### config.mk
export PLATFORM = sky130hd
export DESIGN_NAME = adc_conversion_control
export DESIGN_NICKNAME = d
export VERILOG_FILES = /design/src/design/adc_pkg.sv /design/src/design/adc_conversion_control.sv
export VERILOG_INCLUDE_DIRS = /design/src /design/src/design
export SDC_FILE = /design/constraint.sdc
export NUM_CORES = 1
export LEC_CHECK = 0
export BUFFER_PORTS_ARGS = -buffer_cell sky130_fd_sc_hd__buf_2
export CORE_AREA = 2 2 81 83
export CTS_BUF_LIST = sky130_fd_sc_hd__clkbuf_8
export DETAILED_ROUTE_END_ITERATION = 16
export DIE_AREA = 0 0 83 85
export PLACE_DENSITY = 0.73
export SYNTH_ARGS = -nofsm -noshare
export SYNTH_HDL_FRONTEND = slang
export SYNTH_SLANG_ARGS = --single-unit
### constraint.sdc
create_clock -name i_clk -period 3.1 [get_ports i_clk]
set_clock_uncertainty 0.1 [all_clocks]
set_input_delay 0.155 -clock i_clk [delete_from_list [all_inputs] [get_ports i_clk]]
set_output_delay 0.155 -clock i_clk [all_outputs]
set_load 0.01 [all_outputs]
### src/design/adc_consts.svh
// offsets, field positions, reset values and timing counts of the converter control block
`ifndef ADC_CONSTS_SVH
`define ADC_CONSTS_SVH

`define ADC_ADDR_RESULT        8'h1E
`define ADC_ADDR_CONV_CONTROL  8'h1F
`define ADC_ADDR_PORT_CONFIG   8'h9F

`define ADC_CONV_CONTROL_RESET 8'h00
`define ADC_PORT_CONFIG_RESET  3'h0
`define ADC_CONV_CONTROL_MASK  8'hFD

`define ADC_CLKSEL_MSB         7
`define ADC_CLKSEL_LSB         6
`define ADC_CHSEL_MSB          5
`define ADC_CHSEL_LSB          3
`define ADC_GO_BIT             2
`define ADC_POWER_BIT          0

`define ADC_CLKSEL_OSC2        2'h0
`define ADC_CLKSEL_OSC8        2'h1
`define ADC_CLKSEL_OSC32       2'h2
`define ADC_CLKSEL_RC          2'h3

// oscillator periods per bit period for each oscillator selection (none for RC)
`define ADC_TAD_OSC2           2
`define ADC_TAD_OSC8           8
`define ADC_TAD_OSC32          32

// conversion length counted in half bit periods (9.5 bit periods)
`define ADC_CONV_HALF_PERIODS  5'h13
// first and last half period at which a result bit is decided
`define ADC_FIRST_DECIDE       5'h02
`define ADC_LAST_DECIDE        5'h10

`define ADC_TRIGGER_MODE       4'hB
`define ADC_SAR_START          8'h80

`endif

### src/design/adc_pkg.sv
// types of the converter control block
package adc_pkg;

  typedef enum logic [0:0] {
    ST_IDLE,
    ST_CONVERT
  } conv_state_type;

endpackage

### src/design/adc_conversion_control.sv
// conversion control, configuration registers and successive-approximation sequencer
//
// Behaviour
// - clock select sets bit period: 2/8/32 osc, RC
// - channel select routes one of five inputs
// - setting status bit starts conversion while powered
// - power bit enables converter, clear shuts off
// - config register upper five bits read zero
// - config field sets analog pins and reference
// - completion loads result, clears status, raises flag
// - result register untouched by reset
// - conversion lasts nine and a half bit periods
// - compare trigger mode 1011 starts when powered
//
// The implementer's own choice: the plain strobed port.
`timescale 1ns/1ps
`include "adc_consts.svh"

module adc_conversion_control (
  // clock and reset
  input  wire logic       i_clk,
  input  wire logic       i_reset_n,
  // register port
  input  wire logic [7:0] i_addr,
  input  wire logic [7:0] i_wdata,
  input  wire logic       i_wr,
  input  wire logic       i_rd,
  output logic      [7:0] o_rdata,
  // conversion clock source and trigger
  input  wire logic       i_rc_half_tick,
  input  wire logic       i_special_trigger,
  input  wire logic [3:0] i_compare_mode_field,
  // analog core
  input  wire logic       i_compare,
  output logic            o_converter_power,
  output logic      [2:0] o_channel_select,
  output logic            o_hold,
  output logic      [7:0] o_trial,
  // pin roles: bit order ra0, ra1, ra2, ra5, ra3
  output logic      [4:0] o_pin_analog,
  output logic            o_vref_external,
  output logic            o_vref_ground,
  // completion event towards the interrupt flag
  output logic            o_conv_done_flag_set
);

  logic [7:0]                  conversion_control;
  logic [2:0]                  pin_config_field;
  logic [7:0]                  result_register;
  adc_pkg::conv_state_type     state;
  logic [4:0]                  div_count;
  logic [4:0]                  half_count;
  logic [7:0]                  sar;
  logic [7:0]                  sar_bit;
  logic                        half_tick;
  logic                        wr_control;
  logic                        wr_config;
  logic                        go_set_sw;
  logic                        go_clear_sw;
  logic                        trigger_start;
  logic                        start;
  logic                        abort;
  logic                        finish;
  logic                        decide;
  logic [4:0]                  half_limit;

  // pin role decode: analog mask, external reference, all digital
  function automatic logic [6:0] decode_pins(input logic [2:0] cfg);
    logic [6:0] r;
    r = 7'h00;
    if (cfg[2:1] == 2'h3) begin
      r = 7'h01;
    end else if (cfg[2]) begin
      // ra2 and ra5 go digital; ra3 stays analog unless it serves as the reference
      r = {cfg[0] ? 5'h18 : 5'h19, cfg[0], 1'b0};
    end else begin
      r = {cfg[0] ? 5'h1E : 5'h1F, cfg[0], 1'b0};
    end
    return r;
  endfunction

  // half bit period in oscillator cycles, less one
  function automatic logic [4:0] half_period(input logic [1:0] sel);
    logic [4:0] r;
    r = 5'h00;
    if (sel == `ADC_CLKSEL_OSC2) begin
      r = 5'((`ADC_TAD_OSC2 / 2) - 1);
    end else if (sel == `ADC_CLKSEL_OSC8) begin
      r = 5'((`ADC_TAD_OSC8 / 2) - 1);
    end else begin
      r = 5'((`ADC_TAD_OSC32 / 2) - 1);
    end
    return r;
  endfunction

  // next trial code: keep the tested bit when the input is at or above it, then try the next one down
  function automatic logic [7:0] next_trial(input logic [7:0] code,
                                            input logic [7:0] bit_under_test,
                                            input logic       keep);
    logic [7:0] r;
    r = keep ? code : (code & ~bit_under_test);
    return r | (bit_under_test >> 1);
  endfunction

  assign wr_control = i_wr && (i_addr == `ADC_ADDR_CONV_CONTROL);
  assign wr_config  = i_wr && (i_addr == `ADC_ADDR_PORT_CONFIG);

  // start only on a converter already powered
  assign go_set_sw   = wr_control && i_wdata[`ADC_GO_BIT] && i_wdata[`ADC_POWER_BIT]
                       && conversion_control[`ADC_POWER_BIT];
  // a write clearing status or power aborts, and drops a trigger of the same cycle
  assign go_clear_sw = wr_control && !(i_wdata[`ADC_GO_BIT] && i_wdata[`ADC_POWER_BIT]);
  // trigger needs mode 1011 and power
  assign trigger_start = i_special_trigger && (i_compare_mode_field == `ADC_TRIGGER_MODE)
                         && conversion_control[`ADC_POWER_BIT];

  assign start  = (state == adc_pkg::ST_IDLE) && (go_set_sw || (trigger_start && !go_clear_sw));
  assign abort  = (state == adc_pkg::ST_CONVERT)
                  && (go_clear_sw || (wr_control && !i_wdata[`ADC_POWER_BIT]));
  assign half_limit = half_period(conversion_control[`ADC_CLKSEL_MSB:`ADC_CLKSEL_LSB]);

  // half bit period tick from the selected source
  assign half_tick = (conversion_control[`ADC_CLKSEL_MSB:`ADC_CLKSEL_LSB] == `ADC_CLKSEL_RC)
                     ? i_rc_half_tick : (div_count == half_limit);

  assign finish = (state == adc_pkg::ST_CONVERT) && !abort && half_tick
                  && (half_count == `ADC_CONV_HALF_PERIODS - 5'h01);
  // eight decisions, one per bit period, as the half count reaches 2, 4 .. 16
  assign decide = (state == adc_pkg::ST_CONVERT) && half_tick
                  && (half_count >= `ADC_FIRST_DECIDE - 5'h01)
                  && (half_count <= `ADC_LAST_DECIDE - 5'h01) && half_count[0];

  // control register: software fields and status bit
  always_ff @(posedge i_clk or negedge i_reset_n) begin
    if (!i_reset_n) begin
      conversion_control <= `ADC_CONV_CONTROL_RESET;
    end else begin
      if (wr_control) begin
        conversion_control <= i_wdata & `ADC_CONV_CONTROL_MASK;
        // status rises only with a real start, so a write in the completion cycle cannot leave it stuck
        conversion_control[`ADC_GO_BIT] <= start
                                           || (conversion_control[`ADC_GO_BIT] && i_wdata[`ADC_GO_BIT]
                                               && i_wdata[`ADC_POWER_BIT] && !finish);
      end else if (start) begin
        conversion_control[`ADC_GO_BIT] <= 1'b1;
      end else if (finish) begin
        conversion_control[`ADC_GO_BIT] <= 1'b0;
      end
    end
  end

  always_ff @(posedge i_clk or negedge i_reset_n) begin
    if (!i_reset_n) begin
      pin_config_field <= `ADC_PORT_CONFIG_RESET;
    end else if (wr_config) begin
      pin_config_field <= i_wdata[2:0];
    end
  end

  // sequencer state
  always_ff @(posedge i_clk or negedge i_reset_n) begin
    if (!i_reset_n) begin
      state <= adc_pkg::ST_IDLE;
    end else begin
      case (state)
        adc_pkg::ST_IDLE: begin
          if (start) begin
            state <= adc_pkg::ST_CONVERT;
          end
        end
        adc_pkg::ST_CONVERT: begin
          if (abort || finish) begin
            state <= adc_pkg::ST_IDLE;
          end
        end
        default: begin
          state <= adc_pkg::ST_IDLE;
        end
      endcase
    end
  end

  // oscillator divider and half period counter, restarted at each start
  always_ff @(posedge i_clk or negedge i_reset_n) begin
    if (!i_reset_n) begin
      div_count  <= 5'h00;
      half_count <= 5'h00;
    end else if (start || state == adc_pkg::ST_IDLE) begin
      div_count  <= 5'h00;
      half_count <= 5'h00;
    end else if (half_tick) begin
      div_count  <= 5'h00;
      half_count <= half_count + 5'h01;
    end else begin
      div_count  <= div_count + 5'h01;
    end
  end

  // successive approximation: keep a trial bit when the input is at or above it
  always_ff @(posedge i_clk or negedge i_reset_n) begin
    if (!i_reset_n) begin
      sar     <= 8'h00;
      sar_bit <= 8'h00;
    end else if (start) begin
      sar     <= `ADC_SAR_START;
      sar_bit <= `ADC_SAR_START;
    end else if (decide) begin
      sar     <= next_trial(sar, sar_bit, i_compare);
      sar_bit <= sar_bit >> 1;
    end
  end

  // no reset: content is unknown after power-on
  always_ff @(posedge i_clk) begin
    if (finish) begin
      result_register <= sar;
    end
  end

  always_ff @(posedge i_clk or negedge i_reset_n) begin
    if (!i_reset_n) begin
      o_conv_done_flag_set <= 1'b0;
    end else begin
      o_conv_done_flag_set <= finish;
    end
  end

  always_ff @(posedge i_clk or negedge i_reset_n) begin
    if (!i_reset_n) begin
      o_converter_power <= 1'b0;
    end else begin
      o_converter_power <= conversion_control[`ADC_POWER_BIT];
    end
  end

  // codes above four are not a channel; hold the last one
  always_ff @(posedge i_clk or negedge i_reset_n) begin
    if (!i_reset_n) begin
      o_channel_select <= 3'h0;
    end else if (conversion_control[`ADC_CHSEL_MSB:`ADC_CHSEL_LSB] <= 3'h4) begin
      o_channel_select <= conversion_control[`ADC_CHSEL_MSB:`ADC_CHSEL_LSB];
    end
  end

  // sample held from the start edge until completion or abort
  always_ff @(posedge i_clk or negedge i_reset_n) begin
    if (!i_reset_n) begin
      o_hold <= 1'b0;
    end else begin
      o_hold <= ((state == adc_pkg::ST_CONVERT) && !abort && !finish) || start;
    end
  end

  // trial code moves in step with the approximation register, so the comparator never sees a stale code
  always_ff @(posedge i_clk or negedge i_reset_n) begin
    if (!i_reset_n) begin
      o_trial <= 8'h00;
    end else begin
      o_trial <= start ? `ADC_SAR_START : (decide ? next_trial(sar, sar_bit, i_compare) : sar);
    end
  end

  // pin roles and reference from the configuration field
  always_ff @(posedge i_clk or negedge i_reset_n) begin
    if (!i_reset_n) begin
      o_pin_analog    <= 5'h1F;
      o_vref_external <= 1'b0;
      o_vref_ground   <= 1'b0;
    end else begin
      {o_pin_analog, o_vref_external, o_vref_ground} <= decode_pins(pin_config_field);
    end
  end

  // read data stands only in the cycle after the strobe
  always_ff @(posedge i_clk or negedge i_reset_n) begin
    if (!i_reset_n) begin
      o_rdata <= 8'h00;
    end else if (!i_rd) begin
      o_rdata <= 8'h00;
    end else if (i_addr == `ADC_ADDR_CONV_CONTROL) begin
      o_rdata <= conversion_control & `ADC_CONV_CONTROL_MASK;
    end else if (i_addr == `ADC_ADDR_PORT_CONFIG) begin
      o_rdata <= {5'h00, pin_config_field};
    end else if (i_addr == `ADC_ADDR_RESULT) begin
      o_rdata <= result_register;
    end else begin
      o_rdata <= 8'h00;
    end
  end

endmodule

==> results of run 1 <==
==> registers in the layout, indices dropped and copies added, names as in the netlist <==
register / count
conversion_control: 7
div_count: 5
half_count: 5
o_channel_select: 3
o_conv_done_flag_set: 1
o_converter_power: 1
o_hold: 1
o_pin_analog: 3
o_rdata: 8
o_vref_external: 1
o_vref_ground: 1
pin_config_field: 3
result_register: 8
sar: 8
sar_bit: 8
state: 1
==> layer usage <==
layer	routed length, microns	up-vias
met5	0	-
met4	106	0
met3	320	10
met2	2650	67
met1	2410	974
li1	-	951
==> cell usage after synthesis, drive strengths merged (3+ instances only) <==
master | count | area, sq um
a2111oi | 6 | 65.1
a21oi | 10 | 53.8
a221o | 6 | 60.1
a22o | 8 | 70.1
a31oi | 4 | 25.0
and3 | 3 | 18.8
buf | 7 | 45.0
dfrtp | 53 | 1330
dfstp | 3 | 78.8
edfxtp | 8 | 240
ha | 4 | 50.1
inv | 16 | 60.1
mux2 | 9 | 101
mux2i | 8 | 80.1
nand2 | 15 | 56.3
nand3 | 6 | 30.0
nor2 | 19 | 73.8
o21ai | 6 | 30.0
or3 | 4 | 25.0
==> logic make-up (layout without fill, tap and decap cells) <==
group | after synthesis | after routing | synth area share
xor+xnor | 4 | 4 | 0.0127
mux | 17 | 17 | 0.0659
simple gates | 61 | 61 | 0.114
compound gates | 50 | 50 | 0.151
fa+ha+maj | 4 | 4 | 0.0182
flops | 64 | 64 | 0.598
buf+inv | 25 | 98 | 0.0409
==> power groups by stage <==
stage / clock network (mW) / logic (mW) / registers (mW)
3_5_place_dp: 0 / 0.101 / 0.897
4_1_cts: 0.827 / 0.110 / 0.880
3_3_place_gp: 0 / 0.0986 / 0.896
6_report: 0.808 / 0.107 / 0.880
2_1_floorplan: 0 / 0.0541 / 0.895
5_1_grt: 0.865 / 0.122 / 0.883
==> repair_timing <==
item,in CTS,in global routing
hold endpoints to repair,43,0
gates resized for setup,0,0
setup endpoints to repair,0,0
hold buffers,9,0
==> through the flow <==
| stage | instance area [sq um] | hold WS, ns | std cells |
|---|---|---|---|
| finish | 3410 | 0.0362 | 375 |
| global placement | 3090 | 0.175 | 350 |
| floorplan | 2750 | -0.241 | 225 |
| global route | 3410 | 0.0383 | 375 |
| CTS | 3410 | 0.0198 | 375 |
| detailed placement | 3090 | 0.186 | 350 |
==> worst max-delay path, cell delays in order (launching register included) <==
cell	delay, ns
dfrtp_1	0.48
or3_1	0.34
a21oi_1	0.28
a32oi_4	0.19
nor4_2	0.40
and3_1	0.46
==> final cells by class <==
cell class / instances / area share
flip-flops and latches: 64 / 0.483
multi-input cells: 136 / 0.292
repair buffers: 66 / 0.112
clock buffers: 10 / 0.0404
well taps: 77 / 0.0283
clock inverters: 6 / 0.0272
inverters: 16 / 0.0176
==> cell usage in the layout, fill, tap and decap left out, types with 3 or more instances in the layout <==
cell type      instances
a22o_1                 8
dfrtp_1               53
inv_1                 16
nand2_1               15
dfstp_2                3
dlygate4sd3_1          9
a221o_1                6
a21oi_1                9
edfxtp_1               8
o21ai_1                6
nand3_1                6
or3_1                  4
mux2_1                 9
buf_2                 55
and3_1                 3
a31oi_1                4
clkbuf_8              10
mux2i_1                8
ha_1                   4
nor2_1                18
a2111oi_0              4
==> final timing paths <==
kind / from / endpoint / depth (start not counted)
setup / recovery: conversion_control[7] / result_register[5] / 5
hold / removal: i_addr[7] / o_rdata[1] / 3
setup reg to reg: conversion_control[7] / result_register[5] / 5
hold reg to reg: conversion_control[0] / o_converter_power / 0
max in group asynchronous: i_reset_n / o_pin_analog[3] / 3
min in group asynchronous: i_reset_n / conversion_control[7] / 2
==> results.yml, run 1 <==
worst_setup_path:
  critPathMaxFanout: 16
  cp-start-kind: "flop"
  required_ns: 3.00
  end_kind: "flop"
  r2r_slack_ns: 0.49
  crit_arrival_ns: 2.51
  critPathKind: "flop to flop"
power:
  power_switching_mw: 0.408
  p_clk_frac: 0.450
  p_leak_nw: 1.66
  ir_drop_mv: 0.294
  p_total_mw: 1.80
  internal-power_mw: 1.39
  seq_power_share: 0.490
  p_sw_frac: 0.227
  comb_power_share: 0.060
  p_per_area_nw_per_um2: 527
clocking:
  cts_tree: "done"
  cts_root_buf: "clkbuf_8"
  clkLatencyLatePin_ns: 0.34
  postCtsSetupBuffers: 0
  clk_pin_slew_worst_paths_ns: 0.07
  clk_path_buf_depth: 2
  cts.sinks: 64
  cts_buffers: 9
  h-tree-depth: 3
timing:
  setup_viol: 0
  hold_violations: 0
  setup_ws_ns: 0.492
  setup_tns_ns: 0
  grt_setup_unrepaired: "no"
  min_period_ns: 2.61
  period_share: 0.841
  tightest_slew_ns: 0.781
  fmax_mhz: 383
  slew-limit-headroom: 0.479
  drv_slew: 0
synth:
  synth.avg_cell_area_sq_um: 12.2
  ys_ff_latch: 64
  synth_cell_types: 46
  synth_top_flop_cell: "dfrtp_1"
  syn_inst: 225
  synth_edf_count: 8
  synth_seq_area_share: 0.598
  synth.net_count: 256
  syn_area_sq_um: 2750
  synthArstFlopShare: 0.875
  synth.yosys.warnings: 0
drt:
  num_vias: 2002
  drtIter0Drc: 127
  dr.pass1.iters: 5
  drt-total-wl_microns: 5490
  routedWlPerCell_microns: 14.6
  drc: 0
  routed_via_density: 5.34
  ant_nets: 0
final_layout:
  multi_input_area_sq_um: 995
  fin_util: 0.549
  drive_above_1_share: 0.285
  seq_area_sq_um: 1650
  antenna_cells: 0
  final_nets: 324
  area_growth_pct: 23.8
  fillers: 537
die:
  core-area_sq_um: 6200
  dieHeight_microns: 85
  num_io_pins: 56
  die_area_sq_um: 7060
  initial_core_util: 0.444
  num_rows: 29
  die_w_microns: 83
grt:
  grt_pass1_vias: 1949
  grt-ovfl-total: 0
  use_met3: 0.0545
  antenna_found_initial: 0
  met2_usage: 0.265
  grt_max_degree: 36
  globalRouteMet1Util: 0.210
  grt_pass1_wl_microns: 9220
  grt_usage: 0.168
  top_usage_layer: "met2"
placed_design:
  dpl.hpwl_microns: 3800
  numPortBuffers: 55
  post-place-ws_ns: 0.491
  gp_congestion: 0.768
run_status:
  status: "finished, final reports clean"
run:
  drv_cap: 0
hold_path:
  min_path_type: "input port to flop"
Note: power is estimated with default switching activity, not from simulation.
==> inputs of run 2 (changes only) <==
--- a/config.mk
+++ b/config.mk
@@ -6,11 +6,12 @@
 export SDC_FILE = /design/constraint.sdc
 export NUM_CORES = 1
 export LEC_CHECK = 0
+export ABC_AREA = 1
 export BUFFER_PORTS_ARGS = -buffer_cell sky130_fd_sc_hd__buf_2
-export CORE_AREA = 2 2 81 83
+export CORE_AREA = 2 2 82 84
 export CTS_BUF_LIST = sky130_fd_sc_hd__clkbuf_8
 export DETAILED_ROUTE_END_ITERATION = 16
-export DIE_AREA = 0 0 83 85
+export DIE_AREA = 0 0 84 86
 export PLACE_DENSITY = 0.73
 export SYNTH_ARGS = -nofsm -noshare
 export SYNTH_HDL_FRONTEND = slang
==> constraint.sdc (replaced) <==
create_clock -name i_clk -period 2.5 [get_ports i_clk]
set_clock_uncertainty 0.1 [all_clocks]
set_input_delay 0.125 -clock i_clk [delete_from_list [all_inputs] [get_ports i_clk]]
set_output_delay 0.125 -clock i_clk [all_outputs]
set_load 0.01 [all_outputs]
==> run 2 against run 1 <==
Clock power rose by 12%. Design area rose by 2.5%. Wire length rose by 0.13%. Critical path depth rose by 4. Combinational power rose by 7%. Hold slack got worse by 0.012 ns. Highest routed layer unchanged. Power rose by 17%. Flip-flop and latch count did not move.
==> results.yml, run 2 <==
power:
  ir_drop_mv: 0.309
  comb_power_share: 0.054
  p_clk_frac: 0.429
  internal-power_mw: 1.61
  p_per_area_nw_per_um2: 602
  p_total_mw: 2.10
  p_leak_nw: 1.71
  power_switching_mw: 0.494
  p_sw_frac: 0.235
  seq_power_share: 0.517
final_layout:
  final_nets: 382
  final_cell_mix: "buf_2, dfrtp_1, nand2_1, inv_1, a21oi_1"
  finalNonFillerCells: 433
  layout_commonest_cell: "buf_2"
  fin_util: 0.556
  area_growth_pct: 22.1
  fillers: 553
  finalInstanceArea_sq_um: 3490
  drive_above_1_share: 0.309
  antenna_cells: 0
die:
  num_rows: 29
  dieHeight_microns: 86
  die_w_microns: 84
  initial_core_util: 0.455
  die_area_sq_um: 7220
  num_io_pins: 56
  core-area_sq_um: 6280
drt:
  num_vias: 2143
  routedWlPerCell_microns: 12.7
  drc: 0
  drt-total-wl_microns: 5500
  routed_via_density: 4.95
  drtIter0Drc: 63
  dr.pass1.iters: 4
  ant_nets: 0
timing:
  fmax_mhz: 476
  grt_setup_unrepaired: "no"
  hold_violations: 0
  period_share: 0.840
  whs_ns: 0.0243
  setup_tns_ns: 0
  drv_slew: 0
  tightest_slew_ns: 0.699
  slew-limit-headroom: 0.534
  min_period_ns: 2.10
  setup_viol: 0
  setup_ws_ns: 0.400
grt:
  grt_pass1_wl_microns: 9260
  grt_max_degree: 57
  grt-ovfl-total: 0
  grt_usage: 0.165
  antenna_found_initial: 0
  grt_pass1_vias: 2012
worst_setup_path:
  crit_buf_inv: 0
  critPathMaxFanout: 28
  crit_family: "simple AND/OR/NAND/NOR gates"
  reg2reg_depth: 9
  r2r_end: "sar[7]"
  cp-start-kind: "flop"
  critPathKind: "flop to flop"
  cp_cell_sequence: "ha_1 > nand2_1 > nor2_1 > ha_1 > a21oi_1 > nor2_1 > nand3_4 > o21ai_0 > nand2_1"
  end_kind: "flop"
  slowest_delay_ns: 0.43
  crit_arrival_ns: 2.23
  cp_slowest_cell: "dfrtp_1"
  r2r-start: "half_count[0]"
  required_ns: 2.63
  r2r_slack_ns: 0.40
run:
  drv_cap: 0
clocking:
  clk_pin_slew_worst_paths_ns: 0.07
  h-tree-depth: 3
  cts.sinks: 64
  clk_path_buf_depth: 2
  clkLatencyLatePin_ns: 0.35
  cts_resized: 0
  cts_root_buf: "clkbuf_8"
  cts_buffers: 9
  cts_tree: "done"
placed_design:
  dpl.hpwl_microns: 3820
  dp.cells: 407
  place_area_sq_um: 3190
  numPortBuffers: 55
  gp_congestion: 0.845
  post-place-ws_ns: 0.420
synth:
  syn_area_sq_um: 2860
  synth_cell_types: 33
  yosysTopAreaCell: "dfrtp_1"
  synthArstFlopShare: 0.875
  synth.yosys.warnings: 0
  synthTopCellsByCount: "dfrtp_1, nand2_1, inv_1"
  synth_top_cell_area_share: 0.464
  synth_top_flop_cell: "dfrtp_1"
  syn_inst: 280
  synth.avg_cell_area_sq_um: 10.2
  synth_seq_area_share: 0.575
  ys_ff_latch: 64
  ys_top_cells_by_area: "dfrtp_1, edfxtp_1, nand2_1"
  synth.net_count: 311
  yosysMostFrequentCell: "dfrtp_1"
  synth_edf_count: 8
hold_path:
  min_path_cells: 3
  min_path_type: "input port to flop"
  hold_start: "i_wr"
  hold_end: "pin_config_field[2]"
run_status:
  status: "finished, final reports clean"
[run 2: changes by cell type after synthesis, moves of 9 or more]
cell,previous run,this run
nand2_1,15,51
a21oi_1,9,23
nand3_1,6,20
inv_1,16,29
o21ai_0,0,11
mux2_1,9,0
o21ai_2,0,9
[run 2: worst max-delay path by stage]
stage | startpoint | end | slack (ns) | depth (start not counted)
floorplan | half_count[0] | sar_bit[0] | 0.77 | 10
global placement | half_count[0] | sar[7] | 0.50 | 9
detailed placement | half_count[0] | sar[7] | 0.42 | 9
CTS | half_count[0] | sar[7] | 0.40 | 9
global route | half_count[0] | sar[7] | 0.21 | 9
finish | half_count[0] | sar[7] | 0.40 | 9
[run 2: timing repair]
item	CTS	global route
buffers inserted	0	0
hold endpoints to repair	65	0
endpoints found under the setup margin	0	0
hold buffers	10	0
[run 2: cells by family after synthesis]
| group | count (synthesis) | share of synthesized area |
|---|---|---|
| adder cells (fa/ha/maj) | 4 | 0.0175 |
| buffers and inverters | 39 | 0.0643 |
| AND/OR/NAND/NOR | 115 | 0.216 |
| XOR/XNOR | 4 | 0.0123 |
| AO/OA/AOI/OAI | 51 | 0.102 |
| flip-flops | 64 | 0.575 |
| multiplexers | 3 | 0.0118 |
[run 2: cell type report]
| type | instances | area (sq um) | share of cell area |
|---|---|---|---|
| multi-input cells | 177 | 1030 | 0.295 |
| well taps | 77 | 96.3 | 0.0276 |
| clock inverters | 6 | 67.6 | 0.0194 |
| flip-flops and latches | 64 | 1650 | 0.471 |
| inverters | 33 | 131 | 0.0376 |
| clock buffers | 10 | 138 | 0.0394 |
| repair buffers | 66 | 383 | 0.110 |
[run 2: power by group through the flow]
stage          Sequential [mW]  Combinational [mW]  Clock [mW]
2_1_floorplan             1.10              0.0451           0
3_3_place_gp              1.11               0.101           0
3_5_place_dp              1.11               0.103           0
4_1_cts                   1.09               0.116       0.921
5_1_grt                   1.09               0.130       0.969
6_report                  1.09               0.114       0.901
[run 2: routing by layer]
layer  vias up  global-route usage  routed length (microns)
met5         -                   0                        0
met4         0              0.0792                      158
met3        13              0.0529                      287
met2        54               0.278                     2700
met1      1007               0.193                     2350
li1       1069                   -                        -
[run 2: worst min-delay path, delay by kind of cell]
kind / cells / cell delay, ns
buffers and inverters: 1 / 0.16
and+or+nand+nor: 2 / 0.14
